--- src/cursor_sizing_pkg.sv ---
// Functional notes
// - In single panel mode, screen block three gets the smaller of the block one and block two line counts, with no setting of its own.
// - Block four always, and block three in dual panel mode, take their line counts from the lines-per-frame field, so software never programs them.
// - In dual panel mode, the lines by which block one and block two fall short of half the frame are blanked.
// - With indirect addressing the host issues the cursor-form command and its two parameter bytes load width then height/shape.
// - Width register bits 3-0 hold the cursor width in pixels from the character origin, minus one.
// - Height/shape register bit 7 selects the shape: 0 underscore, 1 solid block.
// - For the underscore shape the height field is the line of the underscore below the character origin.
// - For the block shape the height field is the vertical extent of the block from the character origin.
// - Height/shape register bits 3-0 hold the cursor height or position in lines, minus one.
// - The block two size field is the number of lines in that block minus one.
`default_nettype none
package cursor_sizing_pkg;
	// Register map
	localparam logic [7:0] CURSOR_WIDTH_OFFSET = 8'h15;
	localparam logic [7:0] CURSOR_HEIGHT_OFFSET = 8'h16;
	localparam logic [7:0] CURSOR_WIDTH_RESET = 8'h00;
	localparam logic [7:0] CURSOR_HEIGHT_RESET = 8'h00;
	localparam logic [7:0] UNMAPPED_READ_VALUE = 8'h00;
	// Field layout
	localparam int CURSOR_FIELD_LSB = 0;
	localparam int CURSOR_FIELD_MSB = 3;
	localparam int CURSOR_SHAPE_BIT = 7;
	localparam logic [7:0] CURSOR_WIDTH_MASK = 8'h0f;
	localparam logic [7:0] CURSOR_HEIGHT_MASK = 8'h8f;
	localparam logic CURSOR_SHAPE_UNDERSCORE = 1'b0;
	localparam logic CURSOR_SHAPE_BLOCK = 1'b1;
	// Indirect command code, value arbitrary
	localparam logic [7:0] CURSOR_FORM_COMMAND_CODE = 8'h01;
	// Synchroniser depth and host pin bundle width
	localparam int SYNC_STAGES = 2;
	localparam int HOST_PIN_WIDTH = 20;
	typedef enum {CMD_IDLE, CMD_WAIT_WIDTH, CMD_WAIT_HEIGHT} cmd_state_type;
	typedef struct packed {
		logic shape;
		logic [3:0] height;
		logic [3:0] width;
	} cursor_cfg_type;
	typedef struct packed {
		logic wr_n;
		logic rd_n;
		logic cmd;
		logic indirect;
		logic [7:0] addr;
		logic [7:0] data;
	} host_pins_type;
	typedef struct packed {
		logic [7:0] block_three_line_count;
		logic [7:0] block_four_line_count;
		logic [7:0] block_one_blank_lines;
		logic [7:0] block_two_blank_lines;
	} block_sizes_type;
endpackage
`default_nettype wire

--- src/pin_sync.sv ---
`timescale 1ns/100ps
`default_nettype none
module pin_sync
	import cursor_sizing_pkg::*;
#(
	parameter int WIDTH = HOST_PIN_WIDTH,
	parameter logic [WIDTH-1:0] RESET_VALUE = '0
) (
	// Clock and reset
	input wire logic clk_sys_i,
	input wire logic reset_n_i,
	// Pins in, synchronised out
	input wire logic [WIDTH-1:0] async_i,
	output logic [WIDTH-1:0] sync_o
);
	logic [WIDTH-1:0] stage_one_reg;
	logic [WIDTH-1:0] stage_two_reg;

	// First stage feeds only the second
	always_ff @(posedge clk_sys_i or negedge reset_n_i) begin
		if (!reset_n_i) begin
			stage_one_reg <= RESET_VALUE;
			stage_two_reg <= RESET_VALUE;
		end else begin
			stage_one_reg <= async_i;
			stage_two_reg <= stage_one_reg;
		end
	end

	assign sync_o = stage_two_reg;
endmodule // pin_sync
`default_nettype wire

--- src/block_sizer.sv ---
`timescale 1ns/100ps
`default_nettype none
module block_sizer
	import cursor_sizing_pkg::*;
(
	// Screen geometry
	input wire logic [7:0] block_one_line_count_i,
	input wire logic [7:0] block_two_line_count_i,
	input wire logic [7:0] lines_per_frame_i,
	input wire logic dual_panel_i,
	// Derived sizes
	output block_sizes_type sizes_o
);
	logic [8:0] half_lines;
	logic [8:0] block_one_lines;
	logic [8:0] block_two_lines;
	logic [7:0] smaller_block;

	// Counts are stored minus one, so add one to get real lines
	assign block_one_lines = {1'b0, block_one_line_count_i} + 9'h001;
	assign block_two_lines = {1'b0, block_two_line_count_i} + 9'h001;
	assign half_lines = ({1'b0, lines_per_frame_i} + 9'h001) >> 1;
	assign smaller_block = (block_one_line_count_i < block_two_line_count_i) ?
		block_one_line_count_i : block_two_line_count_i;

	always_comb begin
		sizes_o = '0;
		if (dual_panel_i) begin
			// Lower panel blocks each take half the frame
			sizes_o.block_three_line_count = 8'(half_lines - 9'h001);
			sizes_o.block_four_line_count = 8'(half_lines - 9'h001);
			if (block_one_lines < half_lines) begin
				sizes_o.block_one_blank_lines = 8'(half_lines - block_one_lines);
			end
			if (block_two_lines < half_lines) begin
				sizes_o.block_two_blank_lines = 8'(half_lines - block_two_lines);
			end
		end else begin
			sizes_o.block_three_line_count = smaller_block;
			sizes_o.block_four_line_count = lines_per_frame_i;
		end
	end
endmodule // block_sizer
`default_nettype wire

--- src/lcd_cursor_shape_and_block_sizing.sv ---
`timescale 1ns/100ps
`default_nettype none
module lcd_cursor_shape_and_block_sizing
	import cursor_sizing_pkg::*;
(
	// Clock and reset
	input wire logic clk_sys_i,
	input wire logic reset_n_i,
	// Host processor pins
	input wire logic host_wr_n_i,
	input wire logic host_rd_n_i,
	input wire logic host_cmd_i,
	input wire logic host_indirect_i,
	input wire logic [7:0] host_addr_i,
	input wire logic [7:0] host_data_i,
	output logic [7:0] host_data_o,
	output logic host_data_oe_o,
	// Screen geometry from the register bank
	input wire logic [7:0] block_one_line_count_i,
	input wire logic [7:0] block_two_line_count_i,
	input wire logic [7:0] lines_per_frame_i,
	input wire logic dual_panel_i,
	// Refresh timing
	input wire logic frame_start_i,
	input wire logic at_cursor_address_i,
	input wire logic [3:0] cell_pixel_i,
	input wire logic [3:0] cell_line_i,
	// Derived block sizes
	output logic [7:0] block_three_line_count_o,
	output logic [7:0] block_four_line_count_o,
	output logic [7:0] block_one_blank_lines_o,
	output logic [7:0] block_two_blank_lines_o,
	// Cursor drawing
	output logic cursor_pixel_o,
	output logic cursor_shape_select_o,
	output logic [3:0] cursor_horizontal_field_o,
	output logic [3:0] cursor_vertical_field_o
);
	host_pins_type pins_raw;
	host_pins_type pins_sync;
	logic wr_n_prev_reg;
	logic write_pulse;
	logic direct_write;
	logic indirect_cmd_write;
	logic indirect_param_write;
	logic read_active;
	logic [7:0] cursor_width_reg;
	logic [7:0] cursor_width_next;
	logic [7:0] cursor_height_reg;
	logic [7:0] cursor_height_next;
	cmd_state_type cmd_state_reg;
	cmd_state_type cmd_state_next;
	cursor_cfg_type pending_cfg;
	cursor_cfg_type active_cfg_reg;
	block_sizes_type sizes;
	logic [7:0] read_value;
	logic cursor_hit;

	// Host pins cross into the system clock
	assign pins_raw.wr_n = host_wr_n_i;
	assign pins_raw.rd_n = host_rd_n_i;
	assign pins_raw.cmd = host_cmd_i;
	assign pins_raw.indirect = host_indirect_i;
	assign pins_raw.addr = host_addr_i;
	assign pins_raw.data = host_data_i;

	// Strobes idle high; address and data must be steady while a strobe is low
	pin_sync #(
		.WIDTH(HOST_PIN_WIDTH),
		.RESET_VALUE(20'hc0000)
	) host_sync (
		.clk_sys_i(clk_sys_i),
		.reset_n_i(reset_n_i),
		.async_i(pins_raw),
		.sync_o(pins_sync)
	);

	// Falling edge of the synchronised write strobe
	always_ff @(posedge clk_sys_i or negedge reset_n_i) begin
		if (!reset_n_i) begin
			wr_n_prev_reg <= 1'b1;
		end else begin
			wr_n_prev_reg <= pins_sync.wr_n;
		end
	end

	assign write_pulse = wr_n_prev_reg && !pins_sync.wr_n;
	assign direct_write = write_pulse && !pins_sync.indirect;
	assign indirect_cmd_write = write_pulse && pins_sync.indirect && pins_sync.cmd;
	assign indirect_param_write = write_pulse && pins_sync.indirect && !pins_sync.cmd;
	assign read_active = !pins_sync.rd_n && pins_sync.wr_n;

	// Indirect command sequencer
	always_comb begin
		cmd_state_next = cmd_state_reg;
		case (cmd_state_reg)
			CMD_IDLE: begin
				if (indirect_cmd_write && pins_sync.data == CURSOR_FORM_COMMAND_CODE) begin
					cmd_state_next = CMD_WAIT_WIDTH;
				end
			end
			CMD_WAIT_WIDTH: begin
				if (indirect_param_write) begin
					cmd_state_next = CMD_WAIT_HEIGHT;
				end
			end
			CMD_WAIT_HEIGHT: begin
				if (indirect_param_write) begin
					cmd_state_next = CMD_IDLE;
				end
			end
			default: begin
				cmd_state_next = CMD_IDLE;
			end
		endcase
		// Any new command abandons a half-finished parameter list
		if (indirect_cmd_write) begin
			if (pins_sync.data == CURSOR_FORM_COMMAND_CODE) begin
				cmd_state_next = CMD_WAIT_WIDTH;
			end else begin
				cmd_state_next = CMD_IDLE;
			end
		end
		// Dropping back to direct mode also ends the sequence
		if (!pins_sync.indirect) begin
			cmd_state_next = CMD_IDLE;
		end
	end

	always_ff @(posedge clk_sys_i or negedge reset_n_i) begin
		if (!reset_n_i) begin
			cmd_state_reg <= CMD_IDLE;
		end else begin
			cmd_state_reg <= cmd_state_next;
		end
	end

	// Width register: direct write or first cursor-form parameter
	always_comb begin
		cursor_width_next = cursor_width_reg;
		if (direct_write && pins_sync.addr == CURSOR_WIDTH_OFFSET) begin
			cursor_width_next = pins_sync.data & CURSOR_WIDTH_MASK;
		end else if (indirect_param_write && cmd_state_reg == CMD_WAIT_WIDTH) begin
			cursor_width_next = pins_sync.data & CURSOR_WIDTH_MASK;
		end
	end

	always_ff @(posedge clk_sys_i or negedge reset_n_i) begin
		if (!reset_n_i) begin
			cursor_width_reg <= CURSOR_WIDTH_RESET;
		end else begin
			cursor_width_reg <= cursor_width_next;
		end
	end

	// Height and shape register: direct write or second parameter
	always_comb begin
		cursor_height_next = cursor_height_reg;
		if (direct_write && pins_sync.addr == CURSOR_HEIGHT_OFFSET) begin
			cursor_height_next = pins_sync.data & CURSOR_HEIGHT_MASK;
		end else if (indirect_param_write && cmd_state_reg == CMD_WAIT_HEIGHT) begin
			cursor_height_next = pins_sync.data & CURSOR_HEIGHT_MASK;
		end
	end

	always_ff @(posedge clk_sys_i or negedge reset_n_i) begin
		if (!reset_n_i) begin
			cursor_height_reg <= CURSOR_HEIGHT_RESET;
		end else begin
			cursor_height_reg <= cursor_height_next;
		end
	end

	// Reads; unused bits come back as zero
	always_comb begin
		read_value = UNMAPPED_READ_VALUE;
		if (!pins_sync.indirect) begin
			case (pins_sync.addr)
				CURSOR_WIDTH_OFFSET: read_value = cursor_width_reg;
				CURSOR_HEIGHT_OFFSET: read_value = cursor_height_reg;
				default: read_value = UNMAPPED_READ_VALUE;
			endcase
		end
	end

	// Idle bus value is zero, so nothing stale leaks onto the pins
	always_ff @(posedge clk_sys_i or negedge reset_n_i) begin
		if (!reset_n_i) begin
			host_data_o <= UNMAPPED_READ_VALUE;
		end else begin
			host_data_o <= read_active ? read_value : UNMAPPED_READ_VALUE;
		end
	end

	// Drive only while the synced read strobe is low; released three clocks late
	always_ff @(posedge clk_sys_i or negedge reset_n_i) begin
		if (!reset_n_i) begin
			host_data_oe_o <= 1'b0;
		end else begin
			host_data_oe_o <= read_active;
		end
	end

	// Settings move to the drawing copy only at frame start, so no frame tears
	assign pending_cfg.shape = cursor_height_reg[CURSOR_SHAPE_BIT];
	assign pending_cfg.height = cursor_height_reg[CURSOR_FIELD_MSB:CURSOR_FIELD_LSB];
	assign pending_cfg.width = cursor_width_reg[CURSOR_FIELD_MSB:CURSOR_FIELD_LSB];

	always_ff @(posedge clk_sys_i or negedge reset_n_i) begin
		if (!reset_n_i) begin
			active_cfg_reg <= '0;
		end else if (frame_start_i) begin
			active_cfg_reg <= pending_cfg;
		end
	end

	// Active fields lag the drawing copy by one clock, in step with the pixel
	always_ff @(posedge clk_sys_i or negedge reset_n_i) begin
		if (!reset_n_i) begin
			cursor_shape_select_o <= CURSOR_SHAPE_UNDERSCORE;
		end else begin
			cursor_shape_select_o <= active_cfg_reg.shape;
		end
	end

	always_ff @(posedge clk_sys_i or negedge reset_n_i) begin
		if (!reset_n_i) begin
			cursor_horizontal_field_o <= 4'h0;
		end else begin
			cursor_horizontal_field_o <= active_cfg_reg.width;
		end
	end

	always_ff @(posedge clk_sys_i or negedge reset_n_i) begin
		if (!reset_n_i) begin
			cursor_vertical_field_o <= 4'h0;
		end else begin
			cursor_vertical_field_o <= active_cfg_reg.height;
		end
	end

	// Cursor pixel within the character cell at the cursor address
	always_comb begin
		cursor_hit = 1'b0;
		if (at_cursor_address_i && cell_pixel_i <= active_cfg_reg.width) begin
			if (active_cfg_reg.shape == CURSOR_SHAPE_BLOCK) begin
				cursor_hit = cell_line_i <= active_cfg_reg.height;
			end else begin
				cursor_hit = cell_line_i == active_cfg_reg.height;
			end
		end
	end

	always_ff @(posedge clk_sys_i or negedge reset_n_i) begin
		if (!reset_n_i) begin
			cursor_pixel_o <= 1'b0;
		end else begin
			cursor_pixel_o <= cursor_hit;
		end
	end

	// Derived block sizes
	block_sizer sizer (
		.block_one_line_count_i(block_one_line_count_i),
		.block_two_line_count_i(block_two_line_count_i),
		.lines_per_frame_i(lines_per_frame_i),
		.dual_panel_i(dual_panel_i),
		.sizes_o(sizes)
	);

	// Registered so the refresh timing never sees the sizer's ripple
	always_ff @(posedge clk_sys_i or negedge reset_n_i) begin
		if (!reset_n_i) begin
			block_three_line_count_o <= 8'h00;
		end else begin
			block_three_line_count_o <= sizes.block_three_line_count;
		end
	end

	always_ff @(posedge clk_sys_i or negedge reset_n_i) begin
		if (!reset_n_i) begin
			block_four_line_count_o <= 8'h00;
		end else begin
			block_four_line_count_o <= sizes.block_four_line_count;
		end
	end

	// Blank counts stay zero outside dual panel mode
	always_ff @(posedge clk_sys_i or negedge reset_n_i) begin
		if (!reset_n_i) begin
			block_one_blank_lines_o <= 8'h00;
		end else begin
			block_one_blank_lines_o <= sizes.block_one_blank_lines;
		end
	end

	always_ff @(posedge clk_sys_i or negedge reset_n_i) begin
		if (!reset_n_i) begin
			block_two_blank_lines_o <= 8'h00;
		end else begin
			block_two_blank_lines_o <= sizes.block_two_blank_lines;
		end
	end
endmodule // lcd_cursor_shape_and_block_sizing
`default_nettype wire

--- config.mk ---
export PLATFORM = sky130hd
export DESIGN_NAME = lcd_cursor_shape_and_block_sizing
export DESIGN_NICKNAME = d
export VERILOG_FILES = /design/src/cursor_sizing_pkg.sv /design/src/pin_sync.sv /design/src/block_sizer.sv /design/src/lcd_cursor_shape_and_block_sizing.sv
export SDC_FILE = /design/constraint.sdc
export NUM_CORES = 1
export LEC_CHECK = 0
export BUFFER_PORTS_ARGS = -buffer_cell sky130_fd_sc_hd__buf_2
export CORE_MARGIN = 2
export CORE_UTILIZATION = 50
export DETAILED_ROUTE_END_ITERATION = 8
export PLACE_DENSITY = 0.73
export SLEW_MARGIN = 40
export SYNTH_ARGS = -nofsm -noshare
export SYNTH_HDL_FRONTEND = slang
export SYNTH_HIERARCHICAL = 1
export SYNTH_SLANG_ARGS = --single-unit
--- constraint.sdc ---
create_clock -name clk_sys_i -period 3.6 [get_ports clk_sys_i]
set_input_delay 0.18 -clock clk_sys_i [delete_from_list [all_inputs] [get_ports clk_sys_i]]
set_output_delay 0.18 -clock clk_sys_i [all_outputs]
set_load 0.01 [all_outputs]
==> metrics.txt, run 1 <==
# TYPE chip_impl_metric gauge
chip_impl_metric{name="globalRoute.totalOverflow",unit=""} 0
chip_impl_metric{name="fin_setup_tns",unit="ps"} 0
chip_impl_metric{name="worst_clock_skew",unit="ps"} 6.55
chip_impl_info{name="reg2reg_to",value="cursor_height_reg[2]"} 1
chip_impl_metric{name="netlist-cell-type-count",unit=""} 75
chip_impl_metric{name="top_level_ports",unit=""} 108
chip_impl_metric{name="mean_cell_area_of_the_mapped_netlist",unit="sq um"} 11.0
chip_impl_metric{name="r2r_setup_slack",unit="ps"} 1970
chip_impl_metric{name="via_count_of_the_first_global_routing_pass",unit=""} 4376
chip_impl_metric{name="floorplan.die.height",unit="um"} 111
chip_impl_info{name="critical_path.startpoint_type",value="primary input"} 1
chip_impl_metric{name="number_of_placed_cells_counting_well_taps",unit=""} 762
chip_impl_info{name="dominant_combinational_cell_family_by_area_after_synthesis",value="simple AND/OR/NAND/NOR gates"} 1
chip_impl_metric{name="synth.ff_latch_count",unit=""} 109
chip_impl_metric{name="grt_first_pass_wirelength",unit="um"} 22000
chip_impl_info{name="cts_tree",value="yes"} 1
chip_impl_info{name="holdCritPathClass",value="in2reg"} 1
chip_impl_metric{name="cp_max_fo",unit=""} 11
chip_impl_metric{name="postLayoutCoreUtil",unit="%"} 61.2
chip_impl_info{name="setup.worst_path.end_class",value="flip-flop"} 1
chip_impl_info{name="crit_type",value="in2reg"} 1
chip_impl_metric{name="numCtsBuffers",unit=""} 9
chip_impl_metric{name="x_dimension_of_the_die",unit="um"} 111
chip_impl_metric{name="slew-limit-headroom",unit="%"} 44.2
chip_impl_metric{name="worst-slew-pin-transition",unit="ps"} 831
chip_impl_metric{name="synth-compound-area-share",unit="%"} 13.5
chip_impl_metric{name="cts.htree.levels",unit=""} 3
chip_impl_metric{name="site_rows",unit=""} 39
chip_impl_metric{name="achievable-frequency",unit="MHz"} 337
chip_impl_metric{name="wirelength",unit="um"} 13800
chip_impl_metric{name="nFillCells",unit=""} 931
chip_impl_metric{name="finalWorstPathRequiredPeriod",unit="ps"} 2970
chip_impl_metric{name="place.detailed.hpwl",unit="um"} 10500
chip_impl_metric{name="critPathBufInv",unit=""} 2
chip_impl_metric{name="synth.area.mux_share",unit="%"} 2.87
chip_impl_info{name="result_of_the_run",value="finished clean"} 1
chip_impl_info{name="synth_ff_type",value="sky130_fd_sc_hd__dfrtp_1"} 1
chip_impl_info{name="critical_path.cell_chain",value="buf_2 -> and3_1 -> and3_1 -> xnor2_1 -> inv_1 -> ha_1 -> a21o_1 -> a2111oi_0 -> o311ai_1 -> o31a_1 -> nor4_2"} 1
chip_impl_metric{name="timing.critical_path.required",unit="ps"} 3870
chip_impl_metric{name="power.net_switching",unit="mW"} 0.841
chip_impl_metric{name="met3_length",unit="um"} 710
chip_impl_metric{name="buffer_ports.inserted",unit=""} 104
chip_impl_metric{name="clock_path_buffers",unit=""} 2
chip_impl_metric{name="routabilityCongestion",unit=""} 0.932
chip_impl_metric{name="drt-pass1-iter-count",unit=""} 5
chip_impl_info{name="grt_setup_unrepaired",value="false"} 1
chip_impl_metric{name="number_of_instances_in_the_synthesized_netlist",unit=""} 524
chip_impl_info{name="cts_root_cell",value="sky130_fd_sc_hd__clkbuf_16"} 1
chip_impl_info{name="regToRegStartpoint",value="host_sync/sync_o[15]"} 1
chip_impl_info{name="synth_largest_area_cell",value="sky130_fd_sc_hd__dfrtp_1"} 1
chip_impl_metric{name="cellLeakagePower",unit="nW"} 3.36
chip_impl_metric{name="syn_to_final_growth",unit="%"} 20.3
chip_impl_metric{name="ys_seq_area_share",unit="%"} 47.5
chip_impl_metric{name="peakVddDrop",unit="mV"} 0.400
chip_impl_metric{name="p_per_area",unit="nW/um^2"} 424
chip_impl_metric{name="clkPwrFrac",unit="%"} 34.3
chip_impl_metric{name="layout_setup_ws",unit="ps"} 629
chip_impl_metric{name="period_share",unit="%"} 82.5
chip_impl_metric{name="grt_max_degree",unit=""} 70
chip_impl_metric{name="antenna_cells",unit=""} 0
chip_impl_metric{name="drtAntennaViolNets",unit=""} 0
chip_impl_metric{name="floorplan.initialDensity",unit="%"} 50.9
chip_impl_info{name="min_delay_worst_endpoint",value="block_four_line_count_o[7]"} 1
chip_impl_metric{name="critical_path_arrival",unit="ps"} 3240
chip_impl_metric{name="detailed_routing_wirelength_on_met1",unit="um"} 5890
chip_impl_metric{name="final-setup-viol-count",unit=""} 0
chip_impl_metric{name="synth-warning-count",unit=""} 6
chip_impl_metric{name="cell_internal_pwr",unit="mW"} 2.10
chip_impl_metric{name="fp.coreArea",unit="sq um"} 11300
chip_impl_metric{name="vias",unit=""} 4407
chip_impl_metric{name="netlist_area",unit="sq um"} 5760
chip_impl_info{name="route.top_layer_used",value="met4"} 1
chip_impl_metric{name="routed-wl-met2",unit="um"} 6850
chip_impl_metric{name="synth-edff-count",unit=""} 0
chip_impl_metric{name="clkTransAtPathRegs",unit="ps"} 70
chip_impl_metric{name="routed_wire_length_per_instance",unit="um"} 17.3
chip_impl_metric{name="final_layout_size_suffix_gt1_share",unit="%"} 23.6
chip_impl_metric{name="ctsResizeCount",unit=""} 0
chip_impl_metric{name="seq_power_share",unit="%"} 45.2
chip_impl_metric{name="antenna_found_initial",unit=""} 0
chip_impl_metric{name="reg2reg_depth",unit=""} 4
chip_impl_metric{name="synth_xor_area_share",unit="%"} 5.06
chip_impl_metric{name="design.die.area",unit="sq um"} 12400
chip_impl_metric{name="postSynth.asyncResetShare",unit="%"} 100
chip_impl_metric{name="finalNonFillerCells",unit=""} 799
chip_impl_metric{name="dpl_worst_slack",unit="ps"} 274
chip_impl_metric{name="clock_latency",unit="ps"} 350
chip_impl_metric{name="synth_top_area_share",unit="%"} 45.2
chip_impl_metric{name="detailedRoute.firstIterationViolations",unit=""} 289
chip_impl_metric{name="yosys.area_share.simple",unit="%"} 14.5
chip_impl_metric{name="whs",unit="ps"} 133
chip_impl_metric{name="synth_adder_area_share",unit="%"} 11.3
chip_impl_info{name="crit_path_top_delay_cell",value="sky130_fd_sc_hd__a2111oi_0"} 1
chip_impl_metric{name="switching_share",unit="%"} 28.6
chip_impl_metric{name="hold_depth",unit=""} 2
chip_impl_metric{name="critPathMaxStageDelay",unit="ps"} 550
chip_impl_info{name="critPathMostFrequentCell",value="sky130_fd_sc_hd__and3_1"} 1
chip_impl_metric{name="viasPerCell",unit=""} 5.52
chip_impl_info{name="synthTopCellsByArea",value="sky130_fd_sc_hd__dfrtp_1 (45%), sky130_fd_sc_hd__ha_1 (11%), sky130_fd_sc_hd__inv_1 (3.3%), sky130_fd_sc_hd__xnor2_1 (2.9%), sky130_fd_sc_hd__dfstp_2 (2.3%)"} 1
chip_impl_metric{name="tot_gr_track_use",unit="%"} 22.9
chip_impl_metric{name="power.share.combinational",unit="%"} 20.5
chip_impl_metric{name="maxCapViolations",unit=""} 0
chip_impl_metric{name="design.final.nets",unit=""} 759
chip_impl_metric{name="cts.sink_count",unit=""} 109
chip_impl_metric{name="hold_viol",unit=""} 0
chip_impl_info{name="cp_top_delay_family",value="compound AO/OA/AOI/OAI gates"} 1
chip_impl_metric{name="drv_slew",unit=""} 0
chip_impl_metric{name="route.detailed.drc",unit=""} 0
chip_impl_info{name="hold_path_startpoint",value="lines_per_frame_i[7]"} 1
==> repair_timing <==
item,CTS,global route
setup buffers,0,0
hold buffers,21,0
endpoints found under the hold margin,82,0
==> placed cells by master (no fill, tap or decap), types with 6 or more instances in the layout <==
cell                            instances
sky130_fd_sc_hd__dfrtp_1              104
sky130_fd_sc_hd__buf_2                103
sky130_fd_sc_hd__inv_1                 51
sky130_fd_sc_hd__ha_1                  49
sky130_fd_sc_hd__nand2_1               28
sky130_fd_sc_hd__nor2_1                28
sky130_fd_sc_hd__a21oi_1               22
sky130_fd_sc_hd__dlygate4sd3_1         21
sky130_fd_sc_hd__xnor2_1               19
sky130_fd_sc_hd__o21ai_0               18
sky130_fd_sc_hd__nand3_1               18
sky130_fd_sc_hd__nor2b_1               10
sky130_fd_sc_hd__mux2_1                 9
sky130_fd_sc_hd__clkbuf_16              9
sky130_fd_sc_hd__nor3_1                 9
sky130_fd_sc_hd__a31oi_1                8
sky130_fd_sc_hd__a22oi_1                6
sky130_fd_sc_hd__nand2b_1               6
sky130_fd_sc_hd__xor2_1                 6
sky130_fd_sc_hd__o2111ai_1              6
==> layout make-up <==
class | instances | area, sq um | share of cell area (%)
well taps | 143 | 179 | 2.58
multi-input cells | 350 | 2740 | 39.5
clock buffers | 10 | 229 | 3.31
inverters | 51 | 191 | 2.77
clock inverters | 6 | 80.1 | 1.16
repair buffers | 130 | 774 | 11.2
flip-flops and latches | 109 | 2730 | 39.5
==> Yosys cell counts (4+ instances only) <==
library cell                number
sky130_fd_sc_hd__dfrtp_1       104
sky130_fd_sc_hd__inv_1          51
sky130_fd_sc_hd__ha_1           49
sky130_fd_sc_hd__nand2_1        28
sky130_fd_sc_hd__nor2_1         28
sky130_fd_sc_hd__a21oi_1        22
sky130_fd_sc_hd__xnor2_1        19
sky130_fd_sc_hd__nand3_1        18
sky130_fd_sc_hd__o21ai_0        18
sky130_fd_sc_hd__nor2b_1        10
sky130_fd_sc_hd__mux2_1          9
sky130_fd_sc_hd__nor3_1          9
sky130_fd_sc_hd__a31oi_1         8
sky130_fd_sc_hd__buf_4           7
sky130_fd_sc_hd__a22oi_1         6
sky130_fd_sc_hd__nand2b_1        6
sky130_fd_sc_hd__o2111ai_1       6
sky130_fd_sc_hd__xor2_1          6
sky130_fd_sc_hd__a221oi_1        5
sky130_fd_sc_hd__buf_2           5
sky130_fd_sc_hd__dfstp_2         5
sky130_fd_sc_hd__nand4_1         5
sky130_fd_sc_hd__o311ai_0        5
sky130_fd_sc_hd__a21o_1          4
sky130_fd_sc_hd__nand3b_1        4
sky130_fd_sc_hd__nor4_1          4
sky130_fd_sc_hd__o21a_1          4
sky130_fd_sc_hd__or3_1           4
==> layer usage <==
metal | up-vias | global-route usage (%)
li1 | 2109 | -
met1 | 2109 | 28.6
met2 | 160 | 39.2
met3 | 29 | 4.32
met4 | 0 | 9.38
met5 | - | 0
==> cell families after synthesis <==
| logic type | after synthesis |
|---|---|
| mux | 15 |
| flops | 109 |
| other cells | 1 |
| simple gates | 145 |
| xor+xnor | 29 |
| compound gates | 107 |
| fa+ha+maj | 51 |
| buf+inv | 67 |
==> power groups by stage <==
stage	registers [mW]	logic, mW	clock network (mW)
after floorplan	1.37	0.345	0
after global placement	1.35	0.571	0
after detailed placement	1.35	0.581	0
after CTS	1.33	0.603	1.03
after global routing	1.33	0.667	1.09
final	1.33	0.603	1.01
==> stage by stage <==
step	total power [mW]	cell area [sq um]
2_1_floorplan	1.72	5760
5_1_grt	3.09	6920
4_1_cts	2.96	6920
3_3_place_gp	1.92	6400
6_report	2.94	6920
3_5_place_dp	1.93	6400
==> how the worst max path moves through the flow <==
stage                          from                         end  slack (ps)  cells after the start
6_report       lines_per_frame_i[3]  block_one_blank_lines_o[5]         630                     11
5_1_grt        lines_per_frame_i[3]  block_one_blank_lines_o[5]         390                     11
4_1_cts        lines_per_frame_i[3]  block_one_blank_lines_o[5]         650                     11
3_5_place_dp   lines_per_frame_i[3]  block_one_blank_lines_o[5]         270                     11
3_3_place_gp   lines_per_frame_i[3]  block_one_blank_lines_o[5]         410                     11
2_1_floorplan  lines_per_frame_i[3]  block_one_blank_lines_o[5]         720                     11
Power figures use the tool's default switching activity.
==> run 2, diff against run 1 <==
==> constraint.sdc (replaced) <==
create_clock -name clk_sys_i -period 2.9 [get_ports clk_sys_i]
set_input_delay 0.145 -clock clk_sys_i [delete_from_list [all_inputs] [get_ports clk_sys_i]]
set_output_delay 0.145 -clock clk_sys_i [all_outputs]
set_load 0.01 [all_outputs]
==> metrics.txt, run 2 (same netlist as run 1, synthesis figures left out) <==
# TYPE chip_impl_metric gauge
chip_impl_info{name="result_of_the_run",value="finished clean"} 1
chip_impl_metric{name="numCtsBuffers",unit=""} 9
chip_impl_info{name="crit_type",value="in2reg"} 1
chip_impl_metric{name="floorplan.die.height",unit="um"} 111
chip_impl_metric{name="cts.sink_count",unit=""} 109
chip_impl_metric{name="number_of_placed_cells_counting_well_taps",unit=""} 785
chip_impl_metric{name="hold_viol",unit=""} 0
chip_impl_metric{name="worst_clock_skew",unit="ps"} 8.78
chip_impl_metric{name="achievable-frequency",unit="MHz"} 395
chip_impl_metric{name="cellLeakagePower",unit="nW"} 3.48
chip_impl_metric{name="floorplan.initialDensity",unit="%"} 50.9
chip_impl_metric{name="final_layout_size_suffix_gt1_share",unit="%"} 26.4
chip_impl_metric{name="route.detailed.drc",unit=""} 0
chip_impl_metric{name="ctsResizeCount",unit=""} 0
chip_impl_info{name="grt_setup_unrepaired",value="false"} 1
chip_impl_metric{name="clock_path_buffers",unit=""} 2
chip_impl_metric{name="cp_max_fo",unit=""} 8
chip_impl_metric{name="drv_slew",unit=""} 0
chip_impl_metric{name="worst-slew-pin-transition",unit="ps"} 698
chip_impl_metric{name="vias",unit=""} 4530
chip_impl_metric{name="power.net_switching",unit="mW"} 1.08
chip_impl_metric{name="nFillCells",unit=""} 940
chip_impl_metric{name="period_share",unit="%"} 87.2
chip_impl_metric{name="tot_gr_track_use",unit="%"} 23.6
chip_impl_info{name="cts_root_cell",value="sky130_fd_sc_hd__clkbuf_16"} 1
chip_impl_metric{name="globalRoute.totalOverflow",unit=""} 0
chip_impl_metric{name="via_count_of_the_first_global_routing_pass",unit=""} 4657
chip_impl_info{name="critical_path.startpoint_type",value="primary input"} 1
chip_impl_metric{name="peakVddDrop",unit="mV"} 0.502
chip_impl_info{name="final_common_cell",value="sky130_fd_sc_hd__dfrtp_1"} 1
chip_impl_metric{name="final-setup-viol-count",unit=""} 0
chip_impl_metric{name="finalNonFillerCells",unit=""} 822
chip_impl_metric{name="whs",unit="ps"} 113
chip_impl_metric{name="grt_first_pass_wirelength",unit="um"} 22900
chip_impl_metric{name="antenna_cells",unit=""} 0
chip_impl_metric{name="antenna_found_initial",unit=""} 0
chip_impl_metric{name="viasPerCell",unit=""} 5.51
chip_impl_info{name="cts_tree",value="yes"} 1
chip_impl_info{name="critical_path.endpoint",value="block_two_blank_lines_o[6]"} 1
chip_impl_metric{name="fp.coreArea",unit="sq um"} 11300
chip_impl_metric{name="clkTransAtPathRegs",unit="ps"} 70
chip_impl_metric{name="design.die.area",unit="sq um"} 12400
chip_impl_info{name="reg2reg_to",value="cursor_height_reg[0]"} 1
chip_impl_metric{name="grt_max_degree",unit=""} 59
chip_impl_metric{name="clock_latency",unit="ps"} 350
chip_impl_metric{name="r2r_setup_slack",unit="ps"} 1290
chip_impl_metric{name="multi_input_area",unit="sq um"} 2740
chip_impl_metric{name="slew-limit-headroom",unit="%"} 53.2
chip_impl_metric{name="place.detailed.hpwl",unit="um"} 10700
chip_impl_metric{name="p_per_area",unit="nW/um^2"} 513
chip_impl_metric{name="power.share.combinational",unit="%"} 21.6
chip_impl_metric{name="seq_power_share",unit="%"} 45.2
chip_impl_metric{name="switching_share",unit="%"} 29.8
chip_impl_metric{name="site_rows",unit=""} 39
chip_impl_metric{name="cell_internal_pwr",unit="mW"} 2.56
chip_impl_metric{name="drt-pass1-iter-count",unit=""} 5
chip_impl_metric{name="register_area",unit="sq um"} 2730
chip_impl_metric{name="syn_to_final_growth",unit="%"} 23.4
chip_impl_metric{name="fin_setup_tns",unit="ps"} 0
chip_impl_metric{name="maxCapViolations",unit=""} 0
chip_impl_metric{name="routabilityCongestion",unit=""} 0.936
chip_impl_metric{name="x_dimension_of_the_die",unit="um"} 111
chip_impl_metric{name="timing.critical_path.required",unit="ps"} 3160
chip_impl_metric{name="reg2reg_depth",unit=""} 4
chip_impl_info{name="setup.worst_path.end_class",value="flip-flop"} 1
chip_impl_metric{name="wirelength",unit="um"} 14000
chip_impl_info{name="regToRegStartpoint",value="host_sync/sync_o[15]"} 1
chip_impl_metric{name="routed_wire_length_per_instance",unit="um"} 17.0
chip_impl_metric{name="design.final.nets",unit=""} 782
chip_impl_metric{name="buffer_ports.inserted",unit=""} 104
chip_impl_metric{name="cts.repair_timing.setup_buffer_count",unit=""} 0
chip_impl_info{name="most_used_cells_in_the_layout_excluding_fill_and_tap_cells",value="sky130_fd_sc_hd__dfrtp_1 (104), sky130_fd_sc_hd__buf_2 (103), sky130_fd_sc_hd__inv_1 (51), sky130_fd_sc_hd__ha_1 (49)"} 1
chip_impl_metric{name="detailedRoute.firstIterationViolations",unit=""} 315
chip_impl_metric{name="critical_path_arrival",unit="ps"} 2790
chip_impl_info{name="setup.worst_path.start",value="lines_per_frame_i[4]"} 1
chip_impl_metric{name="clkPwrFrac",unit="%"} 33.2
chip_impl_metric{name="cts.htree.levels",unit=""} 3
chip_impl_info{name="holdCritPathClass",value="in2reg"} 1
chip_impl_metric{name="finalWorstPathRequiredPeriod",unit="ps"} 2530
chip_impl_metric{name="postLayoutCoreUtil",unit="%"} 62.7
chip_impl_metric{name="top_level_ports",unit=""} 108
chip_impl_metric{name="drtAntennaViolNets",unit=""} 0
-- run 2: cell count changes in the layout (fill, tap and decap cells not counted) --
cell | previous run | this run
sky130_fd_sc_hd__clkinv_4 | 0 | 2
sky130_fd_sc_hd__bufinv_16 | 1 | 0
sky130_fd_sc_hd__inv_6 | 3 | 0
sky130_fd_sc_hd__clkinvlp_4 | 1 | 0
sky130_fd_sc_hd__buf_12 | 0 | 1
sky130_fd_sc_hd__inv_12 | 0 | 1
sky130_fd_sc_hd__clkbuf_1 | 1 | 0
sky130_fd_sc_hd__buf_4 | 5 | 27
sky130_fd_sc_hd__inv_8 | 0 | 2
sky130_fd_sc_hd__clkinv_2 | 0 | 1
-- run 2: worst max-delay path, cell delays in order --
cell                       delay [ps]
sky130_fd_sc_hd__buf_2            110
sky130_fd_sc_hd__and3_1           230
sky130_fd_sc_hd__nand3_1          150
sky130_fd_sc_hd__xor2_1           190
sky130_fd_sc_hd__buf_4            160
sky130_fd_sc_hd__ha_1             330
sky130_fd_sc_hd__a21oi_1          200
sky130_fd_sc_hd__nor2b_1           80
sky130_fd_sc_hd__or4_1            500
sky130_fd_sc_hd__a221oi_1         290
sky130_fd_sc_hd__a21oi_2          190
sky130_fd_sc_hd__a31oi_1          220
-- run 2: how the worst min path moves through the flow --
stage | from | to | slack, ps | depth (start not counted)
2_1_floorplan | reset_n_i | active_cfg_reg[0] | -150 | 0
3_3_place_gp | reset_n_i | cursor_horizontal_field_o[2] | 240 | 1
3_5_place_dp | host_wr_n_i | host_sync/stage_one_reg[19] | 250 | 1
4_1_cts | lines_per_frame_i[7] | block_four_line_count_o[7] | 80 | 2
5_1_grt | lines_per_frame_i[7] | block_four_line_count_o[7] | 100 | 2
6_report | lines_per_frame_i[7] | block_four_line_count_o[7] | 110 | 2
-- run 2: timing repair --
item | 4_1_cts | 5_1_grt
endpoints found under the setup margin | 0 | 0
hold endpoints to repair | 77 | 0
hold buffers | 21 | 0
-- run 2: power groups by stage --
stage | registers, mW | logic, mW | clock network (mW)
after floorplan | 1.70 | 0.429 | 0
final | 1.65 | 0.788 | 1.21
after detailed placement | 1.68 | 0.757 | 0
after global placement | 1.67 | 0.748 | 0
after CTS | 1.65 | 0.785 | 1.24
after global routing | 1.66 | 0.872 | 1.32
-- run 2: through the flow --
step | total power [mW] | instance area [sq um] | setup WS [ps]
after detailed placement | 2.44 | 6590 | 61.8
after global routing | 3.85 | 7100 | 189
after CTS | 3.68 | 7100 | 420
after global placement | 2.42 | 6590 | 66.2
final | 3.65 | 7100 | 371
after floorplan | 2.13 | 5760 | 54.8
-- run 2: per-layer routing --
layer,routed length [um],track usage (%),vias up,part of all wire [%]
met4,345,7.16,0,2.5
li1,-,-,2158,-
met1,5900,29.5,2196,42
met5,0,0,-,0
met3,730,5.52,27,5.2
met2,7040,40.9,149,50
-- run 2: final cells by class --
class / instances / share of cell area (%)
well taps: 143 / 2.52
inverters: 51 / 2.70
multi-input cells: 350 / 38.5
clock buffers: 9 / 3.17
clock inverters: 7 / 1.09
flip-flops and latches: 109 / 38.5
repair buffers: 153 / 13.5
